[src/otd_defines.vh]
// otd_defines.vh: register offsets, field layouts, reset values and codes
// for the overtravel and direction logic; included by every design file
`ifndef OTD_DEFINES_VH
`define OTD_DEFINES_VH

// register byte offsets
`define OTD_REG_CFG 4'h0
`define OTD_REG_STAT 4'h4
`define OTD_REG_IRQ_STAT 4'h8
`define OTD_REG_IRQ_MASK 4'hC

// cfg field positions
`define OTD_CFG_DIR_BIT 0
`define OTD_CFG_TORQUE_BIT 1
`define OTD_CFG_STOPMODE_LSB 4
`define OTD_CFG_FWDMAP_LSB 8
`define OTD_CFG_REVMAP_LSB 12
`define OTD_CFG_ESTOP_LSB 16

// cfg reset values
`define OTD_DIR_RESET 1'b0
`define OTD_STOPMODE_RESET 2'h0
`define OTD_MAP_RESET 4'h8
`define OTD_ESTOP_RESET 10'h320

// mapping codes
`define OTD_FWDMAP_TERM 4'h2
`define OTD_REVMAP_TERM 4'h3
`define OTD_MAP_UNUSED 4'h8
`define OTD_FWDMAP_INV 4'hB
`define OTD_REVMAP_INV 4'hC

// overtravel stop modes
`define OTD_STOP_SERVO_OFF 2'h0
`define OTD_STOP_DECEL_CLAMP 2'h1
`define OTD_STOP_DECEL_COAST 2'h2

// motor action codes
`define OTD_ACT_RUN 2'h0
`define OTD_ACT_COAST 2'h1
`define OTD_ACT_DECEL 2'h2
`define OTD_ACT_CLAMP 2'h3

// interrupt status bits
`define OTD_IRQ_FWD_BIT 0
`define OTD_IRQ_REV_BIT 1
`define OTD_IRQ_STOP_BIT 2

`endif

[src/otd_limit_chan.v]
// otd_limit_chan.v: one limit channel, two-flop synchroniser then mapping
// assumes the terminal is asynchronous to aclk
`timescale 1ns/1ps
`default_nettype none
`include "otd_defines.vh"
module otd_limit_chan #(
  parameter [3:0] TERM_CODE = 4'h2,
  parameter [3:0] INV_CODE = 4'hB
) (
  input wire aclk,
  input wire aresetn,
  input wire terminal,
  input wire [3:0] mapping,
  output reg limit_active
);
  reg meta_q;
  reg sync_q;

  // open terminal reads high; high means blocked
  always @(posedge aclk)
  begin
    if (!aresetn)
    begin
      meta_q <= 1'b0;
      sync_q <= 1'b0;
    end
    else
    begin
      meta_q <= terminal;
      sync_q <= meta_q;
    end
  end

  always @*
  begin
    case (mapping)
      TERM_CODE: limit_active = sync_q;
      INV_CODE: limit_active = ~sync_q;
      default: limit_active = 1'b0;
    endcase
  end
endmodule
`default_nettype wire

[src/otd_stop_fsm.v]
// otd_stop_fsm.v: overtravel stop sequencer for one blocked direction
// assumes motor_stopped comes from the speed loop, synchronous to aclk
`timescale 1ns/1ps
`default_nettype none
`include "otd_defines.vh"
module otd_stop_fsm (
  input wire aclk,
  input wire aresetn,
  input wire trip,
  input wire [1:0] stop_mode,
  input wire torque_mode,
  input wire motor_stopped,
  output reg [1:0] action
);
  localparam [1:0] S_RUN = 2'd0;
  localparam [1:0] S_DECEL = 2'd1;
  localparam [1:0] S_HOLD = 2'd2;
  reg [1:0] state_q;
  reg [1:0] state_d;

  always @*
  begin
    state_d = state_q;
    case (state_q)
      S_RUN:
        if (trip)
          state_d = (stop_mode == `OTD_STOP_SERVO_OFF) ? S_HOLD : S_DECEL;
      S_DECEL:
        if (!trip)
          state_d = S_RUN;
        else if (motor_stopped)
          state_d = S_HOLD;
      S_HOLD:
        if (!trip)
          state_d = S_RUN;
      default:
        state_d = S_RUN;
    endcase
  end

  always @(posedge aclk)
  begin
    if (!aresetn)
      state_q <= S_RUN;
    else
      state_q <= state_d;
  end

  always @*
  begin
    case (state_q)
      S_DECEL:
        action = `OTD_ACT_DECEL;
      S_HOLD:
        if (torque_mode || stop_mode != `OTD_STOP_DECEL_CLAMP)
          action = `OTD_ACT_COAST;
        else
          action = `OTD_ACT_CLAMP;
      default:
        action = `OTD_ACT_RUN;
    endcase
  end
endmodule
`default_nettype wire

[src/otd_top.v]
// otd_top.v: direction select and overtravel limit logic with axi4-lite regs
// assumes limit terminals are driven by normally closed switches to 0V
//
// Notes on behaviour
// - direction select 0 (default) means forward is ccw, 1 means cw.
// - reversed direction flips only shaft motion sign, nothing else.
// - an active limit forces the motor to stop.
// - forward terminal low permits forward; high blocks forward, reverse stays allowed.
// - reverse terminal low permits reverse; high blocks reverse, forward stays allowed.
// - forward mapping 2 uses the terminal; open blocks, 0V releases.
// - forward mapping 8 (default) ignores the terminal, forward always allowed.
// - forward mapping B uses the terminal with inverted sense.
// - reverse mapping 3 uses the terminal; open blocks, 0V releases.
// - reverse mapping 8 (default) ignores the terminal, reverse always allowed.
// - reverse mapping C uses the terminal with inverted sense.
// - stop mode 0 servo-off, 1 decel then zero clamp, 2 decel then coast.
// - in torque control the motor coasts after an overtravel stop.
//
// The register addresses and the AXI4-Lite interface to the registers were chosen for this implementation.
`timescale 1ns/1ps
`default_nettype none
`include "otd_defines.vh"
module otd_top (
  input wire aclk,
  input wire aresetn,
  input wire [3:0] s_axi_awaddr,
  input wire s_axi_awvalid,
  output reg s_axi_awready,
  input wire [31:0] s_axi_wdata,
  input wire [3:0] s_axi_wstrb,
  input wire s_axi_wvalid,
  output reg s_axi_wready,
  output reg [1:0] s_axi_bresp,
  output reg s_axi_bvalid,
  input wire s_axi_bready,
  input wire [3:0] s_axi_araddr,
  input wire s_axi_arvalid,
  output reg s_axi_arready,
  output reg [31:0] s_axi_rdata,
  output reg [1:0] s_axi_rresp,
  output reg s_axi_rvalid,
  input wire s_axi_rready,
  input wire forward_limit_input,
  input wire reverse_limit_input,
  input wire cmd_forward,
  input wire cmd_reverse,
  input wire motor_stopped,
  output reg shaft_positive,
  output reg shaft_negative,
  output reg [1:0] motor_action,
  output reg [9:0] stop_torque,
  output reg irq
);
  reg dir_q;
  reg torque_q;
  reg [1:0] stop_mode_q;
  reg [3:0] fwd_map_q;
  reg [3:0] rev_map_q;
  reg [9:0] estop_q;
  reg [2:0] irq_stat_q;
  reg [2:0] irq_mask_q;
  reg [3:0] aw_q;
  reg aw_have_q;
  reg [31:0] w_q;
  reg [3:0] ws_q;
  reg w_have_q;
  reg fwd_prev_q;
  reg rev_prev_q;
  reg stop_prev_q;
  wire fwd_lim;
  wire rev_lim;
  wire [1:0] fwd_act;
  wire [1:0] rev_act;
  wire fwd_trip;
  wire rev_trip;
  wire do_write;
  wire [2:0] events;
  wire [2:0] w1c;
  reg [31:0] cfg_word;
  reg [31:0] rd_word;
  reg [1:0] act_d;

  otd_limit_chan #(
    .TERM_CODE(`OTD_FWDMAP_TERM),
    .INV_CODE(`OTD_FWDMAP_INV)
  ) u_fwd (
    .aclk(aclk),
    .aresetn(aresetn),
    .terminal(forward_limit_input),
    .mapping(fwd_map_q),
    .limit_active(fwd_lim)
  );

  otd_limit_chan #(
    .TERM_CODE(`OTD_REVMAP_TERM),
    .INV_CODE(`OTD_REVMAP_INV)
  ) u_rev (
    .aclk(aclk),
    .aresetn(aresetn),
    .terminal(reverse_limit_input),
    .mapping(rev_map_q),
    .limit_active(rev_lim)
  );

  // a limit trips only while motion into it is commanded
  assign fwd_trip = fwd_lim & cmd_forward;
  assign rev_trip = rev_lim & cmd_reverse;

  otd_stop_fsm u_fwd_stop (
    .aclk(aclk),
    .aresetn(aresetn),
    .trip(fwd_trip),
    .stop_mode(stop_mode_q),
    .torque_mode(torque_q),
    .motor_stopped(motor_stopped),
    .action(fwd_act)
  );

  otd_stop_fsm u_rev_stop (
    .aclk(aclk),
    .aresetn(aresetn),
    .trip(rev_trip),
    .stop_mode(stop_mode_q),
    .torque_mode(torque_q),
    .motor_stopped(motor_stopped),
    .action(rev_act)
  );

  always @*
  begin
    if (fwd_act != `OTD_ACT_RUN)
    begin
      act_d = fwd_act;
    end
    else
    begin
      act_d = rev_act;
    end
  end

  // motion outputs and stop action
  always @(posedge aclk)
  begin
    if (!aresetn)
    begin
      shaft_positive <= 1'b0;
      shaft_negative <= 1'b0;
      motor_action <= `OTD_ACT_RUN;
      stop_torque <= `OTD_ESTOP_RESET;
    end
    else
    begin
      // permitted direction, then mapped to shaft sign
      shaft_positive <= dir_q ? (cmd_reverse & ~rev_lim) : (cmd_forward & ~fwd_lim);
      shaft_negative <= dir_q ? (cmd_forward & ~fwd_lim) : (cmd_reverse & ~rev_lim);
      motor_action <= act_d;
      stop_torque <= estop_q;
    end
  end

  // events: new limit and new stop
  assign events = {(act_d != `OTD_ACT_RUN) & ~stop_prev_q, rev_lim & ~rev_prev_q, fwd_lim & ~fwd_prev_q};

  assign do_write = aw_have_q & w_have_q & ~s_axi_bvalid;
  assign w1c = (do_write && aw_q == `OTD_REG_IRQ_STAT && ws_q[0]) ? w_q[2:0] : 3'h0;

  always @*
  begin
    cfg_word = 32'h0;
    cfg_word[`OTD_CFG_DIR_BIT] = dir_q;
    cfg_word[`OTD_CFG_TORQUE_BIT] = torque_q;
    cfg_word[`OTD_CFG_STOPMODE_LSB +: 2] = stop_mode_q;
    cfg_word[`OTD_CFG_FWDMAP_LSB +: 4] = fwd_map_q;
    cfg_word[`OTD_CFG_REVMAP_LSB +: 4] = rev_map_q;
    cfg_word[`OTD_CFG_ESTOP_LSB +: 10] = estop_q;
    case (s_axi_araddr)
      `OTD_REG_CFG: rd_word = cfg_word;
      `OTD_REG_STAT: rd_word = {26'h0, act_d, shaft_negative, shaft_positive, rev_lim, fwd_lim};
      `OTD_REG_IRQ_STAT: rd_word = {29'h0, irq_stat_q};
      `OTD_REG_IRQ_MASK: rd_word = {29'h0, irq_mask_q};
      default: rd_word = 32'h0;
    endcase
  end

  always @(posedge aclk)
  begin
    if (!aresetn)
    begin
      s_axi_awready <= 1'b0;
      s_axi_wready <= 1'b0;
      s_axi_bvalid <= 1'b0;
      s_axi_bresp <= 2'h0;
      aw_q <= 4'h0;
      aw_have_q <= 1'b0;
      w_q <= 32'h0;
      ws_q <= 4'h0;
      w_have_q <= 1'b0;
      dir_q <= `OTD_DIR_RESET;
      torque_q <= 1'b0;
      stop_mode_q <= `OTD_STOPMODE_RESET;
      fwd_map_q <= `OTD_MAP_RESET;
      rev_map_q <= `OTD_MAP_RESET;
      estop_q <= `OTD_ESTOP_RESET;
      irq_mask_q <= 3'h0;
    end
    else
    begin
      s_axi_awready <= ~aw_have_q & ~s_axi_awready & s_axi_awvalid;
      s_axi_wready <= ~w_have_q & ~s_axi_wready & s_axi_wvalid;
      if (s_axi_awvalid && s_axi_awready)
      begin
        aw_q <= {s_axi_awaddr[3:2], 2'b00};
        aw_have_q <= 1'b1;
      end
      if (s_axi_wvalid && s_axi_wready)
      begin
        w_q <= s_axi_wdata;
        ws_q <= s_axi_wstrb;
        w_have_q <= 1'b1;
      end
      if (do_write)
      begin
        aw_have_q <= 1'b0;
        w_have_q <= 1'b0;
        s_axi_bvalid <= 1'b1;
        s_axi_bresp <= 2'h0;
        if (aw_q == `OTD_REG_CFG)
        begin
          if (ws_q[0])
          begin
            dir_q <= w_q[`OTD_CFG_DIR_BIT];
            torque_q <= w_q[`OTD_CFG_TORQUE_BIT];
            stop_mode_q <= w_q[`OTD_CFG_STOPMODE_LSB +: 2];
          end
          if (ws_q[1])
          begin
            fwd_map_q <= w_q[`OTD_CFG_FWDMAP_LSB +: 4];
            rev_map_q <= w_q[`OTD_CFG_REVMAP_LSB +: 4];
          end
          if (ws_q[2])
          begin
            estop_q[7:0] <= w_q[`OTD_CFG_ESTOP_LSB +: 8];
          end
          if (ws_q[3])
          begin
            estop_q[9:8] <= w_q[`OTD_CFG_ESTOP_LSB + 8 +: 2];
          end
        end
        if (aw_q == `OTD_REG_IRQ_MASK && ws_q[0])
          irq_mask_q <= w_q[2:0];
      end
      else if (s_axi_bvalid && s_axi_bready)
      begin
        s_axi_bvalid <= 1'b0;
      end
    end
  end

  // read channel: address taken, then data held until rready
  always @(posedge aclk)
  begin
    if (!aresetn)
    begin
      s_axi_arready <= 1'b0;
      s_axi_rvalid <= 1'b0;
      s_axi_rdata <= 32'h0;
      s_axi_rresp <= 2'h0;
    end
    else
    begin
      s_axi_arready <= ~s_axi_arready & ~s_axi_rvalid & s_axi_arvalid;
      if (s_axi_arvalid && s_axi_arready)
      begin
        s_axi_rvalid <= 1'b1;
        s_axi_rdata <= rd_word;
        s_axi_rresp <= 2'h0;
      end
      else if (s_axi_rvalid && s_axi_rready)
      begin
        s_axi_rvalid <= 1'b0;
      end
    end
  end

  // sticky status, edge detectors and level interrupt
  always @(posedge aclk)
  begin
    if (!aresetn)
    begin
      irq_stat_q <= 3'h0;
      fwd_prev_q <= 1'b0;
      rev_prev_q <= 1'b0;
      stop_prev_q <= 1'b0;
      irq <= 1'b0;
    end
    else
    begin
      // set wins over write-one-clear
      irq_stat_q <= (irq_stat_q & ~w1c) | events;
      fwd_prev_q <= fwd_lim;
      rev_prev_q <= rev_lim;
      stop_prev_q <= (act_d != `OTD_ACT_RUN);
      irq <= |(((irq_stat_q & ~w1c) | events) & irq_mask_q);
    end
  end
endmodule
`default_nettype wire

[config.mk]
export PLATFORM = sky130hd
export DESIGN_NAME = otd_top
export DESIGN_NICKNAME = d
export VERILOG_FILES = /design/src/otd_limit_chan.v /design/src/otd_stop_fsm.v /design/src/otd_top.v
export VERILOG_INCLUDE_DIRS = /design/src /design/src/src
export SDC_FILE = /design/constraint.sdc
export NUM_CORES = 1
export LEC_CHECK = 0
export BUFFER_PORTS_ARGS = -buffer_cell sky130_fd_sc_hd__buf_2
export CAP_MARGIN = 40
export CORE_MARGIN = 4
export CORE_UTILIZATION = 40
export CTS_CLUSTER_SIZE = 10
export DETAILED_ROUTE_END_ITERATION = 16
export PLACE_DENSITY = 0.6
export SYNTH_ARGS = -nofsm -noshare
export SYNTH_HDL_FRONTEND = slang
export SYNTH_SLANG_ARGS = --single-unit
[constraint.sdc]
create_clock -name aclk -period 1.9 [get_ports aclk]
set_clock_uncertainty 0.05 [all_clocks]
set_input_delay 0 -clock aclk [delete_from_list [all_inputs] [get_ports aclk]]
set_output_delay 0 -clock aclk [all_outputs]
set_load 0.02 [all_outputs]
== Word level (Yosys, flattened, before mapping) ==
Cells that the tools add are included.

* Eq/ne operators: 20
* Multiplexer cells: 24
* Bitwise gates (word level): 34
* Reduce and logical (&&, ||, !) cells: 27

{| class="wikitable"
|+ Operators by type and width
! operator !! number
|-
| 26-bit one-hot mux with 4 select lines || 1
|-
| 2-bit 2-to-1 mux || 10
|-
| 3-bit AND reduction || 6
|-
| 4-bit equality test, second input constant || 4
|-
| 1-bit AND || 15
|-
| 1-bit NOT || 15
|-
| 2-bit one-hot mux with 3 select lines || 2
|-
| 2-bit equality test, second input constant || 4
|-
| 4-bit by 2-bit equality test with 1-bit output, second input constant || 2
|-
| 1-bit logical AND || 8
|-
| 4-bit logical NOT || 2
|-
| 2-bit one-hot mux with 2 select lines || 2
|-
| 2-bit nonzero test || 4
|-
| 3-bit AND || 2
|-
| 2-bit logical NOT || 3
|-
| 1-bit 2-to-1 mux || 6
|-
| 2-bit by 1-bit inequality test with 1-bit output, second input constant || 3
|-
| 3-bit inequality test, second input constant || 2
|-
| 2-bit by 1-bit equality test with 1-bit output, second input constant || 2
|-
| 4-bit by 3-bit equality test with 1-bit output, second input constant || 1
|-
| 2-bit inequality test, second input constant || 2
|-
| 1-bit one-hot mux with 2 select lines || 2
|-
| 3-bit 2-to-1 mux || 1
|-
| 3-bit NOT || 1
|-
| 5 further kinds || 5
|}

* Register bits after elaboration: 125
* Bits of input ports: 56
* Output and inout bits: 56
* Logic and storage cells: 139

== Longest topological paths before layout ==
* Depth after elaboration: 11
* Gate-level depth with buffers: 6

== By module ==
From an unflattened synthesis, not the netlist that was laid out.

* Cells, all modules: 471
* Area total of the unflattened synthesis: 4425.5 um^2

{| class="wikitable"
|+ By module, submodules not included
! module !! instances !! cells an instance !! area each (um^2) !! seq. area each (um^2)
|-
| otd_top || 1 || 412 || 3857.4 || 2122.0
|-
| otd_stop_fsm || 2 || 22 || 197.7 || 40.0
|-
| otd_limit_chan (u_rev) || 1 || 7 || 88.8 || 40.0
|-
| otd_limit_chan (u_fwd) || 1 || 8 || 83.8 || 40.0
|}

== Least setup slack after synthesis ==
OpenSTA, ideal clock, no wires.

* Path kind: reg2reg
* Start: register u_fwd_stop.state_q[1]
* End: register irq
* Library setup time: 0.120 ns
* Arrival time: 1.526 ns
* Data required time: 1.730 ns
* Setup slack: 0.204 ns
* Cell stages (with the launch flop): 7
* Buffers on the path: 0
* Period minus slack after synthesis: 1.696 ns
* Cells stage by stage: dfxtp_1 > inv_1 > ha_1 > mux2i_1 > inv_1 > nand4bb_1 > a211o_1

* Cells in the longest elaborated chain, start to end: 9
* Elaborated cells on any way between the ends: 10

{| class="wikitable"
|+ Ends and longest elaborated chain
! what !! RTL line !! text
|-
| start, declared || otd_stop_fsm.v:18 || <nowiki>reg [1:0] state_q;</nowiki>
|-
| start signal, assigned || otd_stop_fsm.v:46 || <nowiki>state_q <= state_d;</nowiki>
|-
| 2-bit equality test or 2-bit by 1-bit equality test with 1-bit output (tied branches) || otd_stop_fsm.v:51 || <nowiki>case (state_q)</nowiki>
|-
| 2-bit one-hot mux with 2 select lines (*) || otd_stop_fsm.v:51 ||
|-
| 2-bit nonzero test (no source line) || n/a ||
|-
| 2-bit 2-to-1 mux (*) || otd_top.v:131 || <nowiki>if (fwd_act != `OTD_ACT_RUN)</nowiki>
|-
| 2-bit nonzero test (no source line) (*) || n/a ||
|-
| 1-bit AND (*) || otd_top.v:162 || <nowiki>assign events = {(act_d != `OTD_ACT_RUN) & ~stop_prev_q, rev_lim & ~rev_prev_q, fwd_lim & ~fwd_prev_q};</nowiki>
|-
| 3-bit bitwise OR (*) || otd_top.v:303 || <nowiki>irq <= |(((irq_stat_q & ~w1c) | events) & irq_mask_q);</nowiki>
|-
| 3-bit AND (*) || otd_top.v:303 ||
|-
| 3-bit OR reduction (*) || otd_top.v:303 ||
|-
| end signal, assigned || otd_top.v:303 ||
|-
| end, declared || otd_top.v:52 || <nowiki>output reg irq</nowiki>
|}

Mark *: on every way between the ends. The rest lies on a longest branch, timed or not.
A chain may end at the register's enable or synchronous reset.

== Worst setup path after layout ==
Same ends and word-level chain as after synthesis.

==> flow_summary_export.csv <==
group,metric,value,unit
outcome,status,"finished clean",
worst_setup_path,critPathLaunchType,"flop",
worst_setup_path,critical_path.top_delay_family,"flip-flops",
synthesis,synth_top_flop_cell,"dfxtp_1",
cts,cts_buffers,17,
timing,tns,0,ns
timing,finalSetupViolations,0,
power,internal_power,4.63,mW
floorplanning,die-height,114,µm
power,p_per_area,960,nW/µm²
grt,grt_util_all_layers,0.175,
timing,hold_viol,0,
worst_setup_path,crit_path_top_delay_cell,"dfxtp_1",
worst_setup_path,worstPathCellList,"inv_1, ha_1, mux2i_2, inv_1, nand4bb_1, a211o_1",
synthesis,avgSynthCellArea,9.20,µm²
synthesis,synth-edff-count,0,
power,netSwitchingFraction,0.221,
routing,antenna_left,0,
worst_setup_path,slowest_delay,0.40,ns
worst_setup_path,cp.arrival,2.15,ns
power,ir_drop,554,µV
synthesis,netlist_instances,486,
cells_and_area,multi_input_comb_area,2040,µm²
placement,io_buffer_count,88,
cells_and_area,drive_above_1_share,0.225,
cells_and_area,layoutNonFillerInstCount,784,
power,p_clk_frac,0.526,
grt,antenna_found_initial,0,
timing,fin_crit_sh,0.951,
floorplanning,core_area,10900,µm²
synthesis,synth_mux_area_frac,0.0680,
routing,drt_iter0_markers,167,
placement,dp_worst_setup_slack,0.0955,ns
floorplanning,boundaryPins,112,
synthesis,synth-compound-area-share,0.142,
floorplanning,initial_core_util,0.411,
synthesis,yosysSeqAreaShare,0.510,
placement,routabilityCongestion,0.846,
synthesis,ys_types,52,
timing,max_freq,554,MHz
cts,htree_levels,4,
worst_setup_path,crit_type,"reg -> reg",
cells_and_area,num_antenna_cells,0,
cells_and_area,fillCellCount,946,
cts,cts_tree,"built",
cts,cts-root-buf,"clkbuf_8",
grt,grt_pass1_wl,17.9,mm
routing,first_pass_iters,4,
timing,slew_headroom,0.614,
routing,vias,3830,
cells_and_area,area_growth,38.5,%
floorplanning,fp.dieW,114,µm
worst_setup_path,cp_max_fo,5,
cts,clk_pin_slew_worst_paths,0.06,ns
worst_setup_path,crit_required,2.24,ns
cells_and_area,nNetsFinal,696,
routing,routedWlPerCell,14.4,µm
floorplanning,fp.dieArea,12900,µm²
job,max_cap_viol_count,0,
routing,drc,0,
routing,via_per_inst,4.89,
cells_and_area,final-seq-area,2280,µm²
routing,wirelength,11.3,mm
timing,layout_setup_ws,0.0939,ns
placement,dpl.hpwl,7.61,mm
synthesis,synth_warnings,0,
synthesis,synth_area,4470,µm²
worst_setup_path,crit_buf_inv,2,
synthesis,yosys.area_share.xor_xnor,0,
timing,min_period,1.81,ns
synthesis,synth_fa_ha_area_frac,0.0224,
worst_setup_path,critPathMostFrequentCell,"inv_1",
cts,insertion_delay,0.51,ns
cells_and_area,final_util,0.569,
power,leakage,2.70,nW
cts,cts_sinks,114,
grt,grt_max_degree,65,
synthesis,synthArstFlopShare,0,
synthesis,ys_ff_latch,114,
power,seq_power_share,0.414,
power,p_switching,1.32,mW
grt,overflow,0,
cts,clockBufferDepth,2,
worst_hold_path,hold_path_class,"in -> reg",
timing,tightest_slew,0.564,ns
timing,drv_slew,0,
grt,grt_pass1_vias,3542,
synthesis,synth_top_family_by_area,"simple AND/OR/NAND/NOR gates",
placement,place_inst,702,
synthesis,yosys.area_share.simple,0.206,
power,comb_power_share,0.060,
worst_setup_path,cp-end-kind,"flop",
floorplanning,row_count,38,
-- cell type report --
class,instances,area share
multi-input cells,336,0.329
inverters,10,0.00606
repair buffers,153,0.173
well taps,140,0.0283
clock inverters,12,0.0255
flip-flops and latches,114,0.369
clock buffers,19,0.0697
-- cell usage after synthesis (all sizes together), types with 2 or more instances --
cell type  number  area, µm²
nor3b           3       27.5
nand3b          9       67.6
nor4bb          2       20.0
nor3            2       10.0
mux2i          27        270
and4bb          4       50.1
o21ai          10       50.0
a22oi          22        165
nor2           48        180
a21oi          44        220
nand2          72        270
a211oi          2       15.0
a211o           2       17.5
a31oi           6       37.5
ha              8        100
nand3          10       50.1
nor2b           6       37.5
and2           14       87.6
nand2b          7       43.8
nand4bb         2       22.5
o21a            3       22.5
buf            18        116
dfxtp         114       2280
clkbuf         19       71.3
a21o            2       15.0
inv            10       37.5
-- cell usage in the layout (no fill, tap or decap), types with 3 or more instances in the layout --
master	n
nand3b_1	9
mux2i_1	26
inv_1	9
conb_1	12
dlygate4sd3_1	50
and4bb_1	3
ha_1	7
nand3_1	10
nor2_1	48
nor2b_1	6
dfxtp_1	113
and2_1	14
buf_4	13
bufinv_16	3
a21oi_1	44
clkbuf_16	16
a22oi_1	22
o21a_1	3
o21ai_0	7
buf_2	88
nand2_1	72
a31oi_1	6
nand2b_1	7
clkinvlp_4	3
-- metrics by stage --
stage                     power [mW]  hold WS [ns]  cell area [µm²]
after floorplan                 2.69        0.0683             4510
after global placement          2.78         0.174             5060
after detailed placement        2.78         0.168             5060
after CTS                       5.99        0.0205             6150
after global routing            6.15        0.0392             6190
final                           5.95        0.0410             6190
-- power by group through the flow --
stage          registers (mW)  clock network [mW]  logic, mW
4_1_cts                  2.46                3.19      0.348
3_3_place_gp             2.51                   0      0.270
2_1_floorplan            2.51                   0      0.172
5_1_grt                  2.46                3.30      0.392
3_5_place_dp             2.51                   0      0.272
6_report                 2.46                3.13      0.357
-- kinds of logic after synthesis --
logic type      count (synthesis)
mux                            29
other cells                     1
flops                         114
fa+ha+maj                       8
compound gates                101
buf+inv                        47
simple gates                  186
-- final timing paths --
path / start / endpoint / slack [ns] / cells past startpoint
worst min-delay path: s_axi_araddr[0] / s_axi_rdata[2]$_SDFFE_PN0P_ / 0.04 / 4
worst min register to register: u_fwd.meta_q$_SDFF_PN0_ / u_fwd.sync_q$_SDFF_PN0_ / 0.39 / 1
worst max register to register: u_fwd_stop.state_q[1]$_SDFFE_PN0P_ / irq$_SDFF_PN0_ / 0.09 / 6
worst max-delay path: u_fwd_stop.state_q[1]$_SDFFE_PN0P_ / irq$_SDFF_PN0_ / 0.09 / 6
-- flip-flops by register name, summed over array words and instances (netlist names), 2 cells and up --
| signal | count |
|---|---|
| aw_q | 2 |
| estop_q | 10 |
| fwd_map_q | 4 |
| irq_mask_q | 3 |
| irq_stat_q | 3 |
| motor_action | 2 |
| rev_map_q | 4 |
| s_axi_rdata | 24 |
| stop_mode_q | 2 |
| stop_torque | 10 |
| u_fwd_stop.state_q | 2 |
| u_rev_stop.state_q | 2 |
| w_q | 23 |
| ws_q | 4 |
-- worst min-delay path: cells and delay by family --
kind / cells / cell delay, ns
compound gates: 1 / 0.15
buf+inv: 1 / 0.07
simple gates: 2 / 0.32
-- routing by layer --
layer	vias up	share of wire	GRT usage	wire length, µm
met5	-	0	0	0
met4	0	0.012	0.0617	130
met3	11	0.056	0.0515	630
met2	114	0.47	0.275	5300
met1	1757	0.46	0.230	5200
li1	1948	-	-	-
-- timing repair --
item / CTS / global route
endpoints found under the setup margin: 0 / 4
hold buffers: 50 / 0
endpoints found under the hold margin: 58 / 0
resized for setup: 0 / 8
buffers inserted: 0 / 1
(Power assumes the default switching activity.)
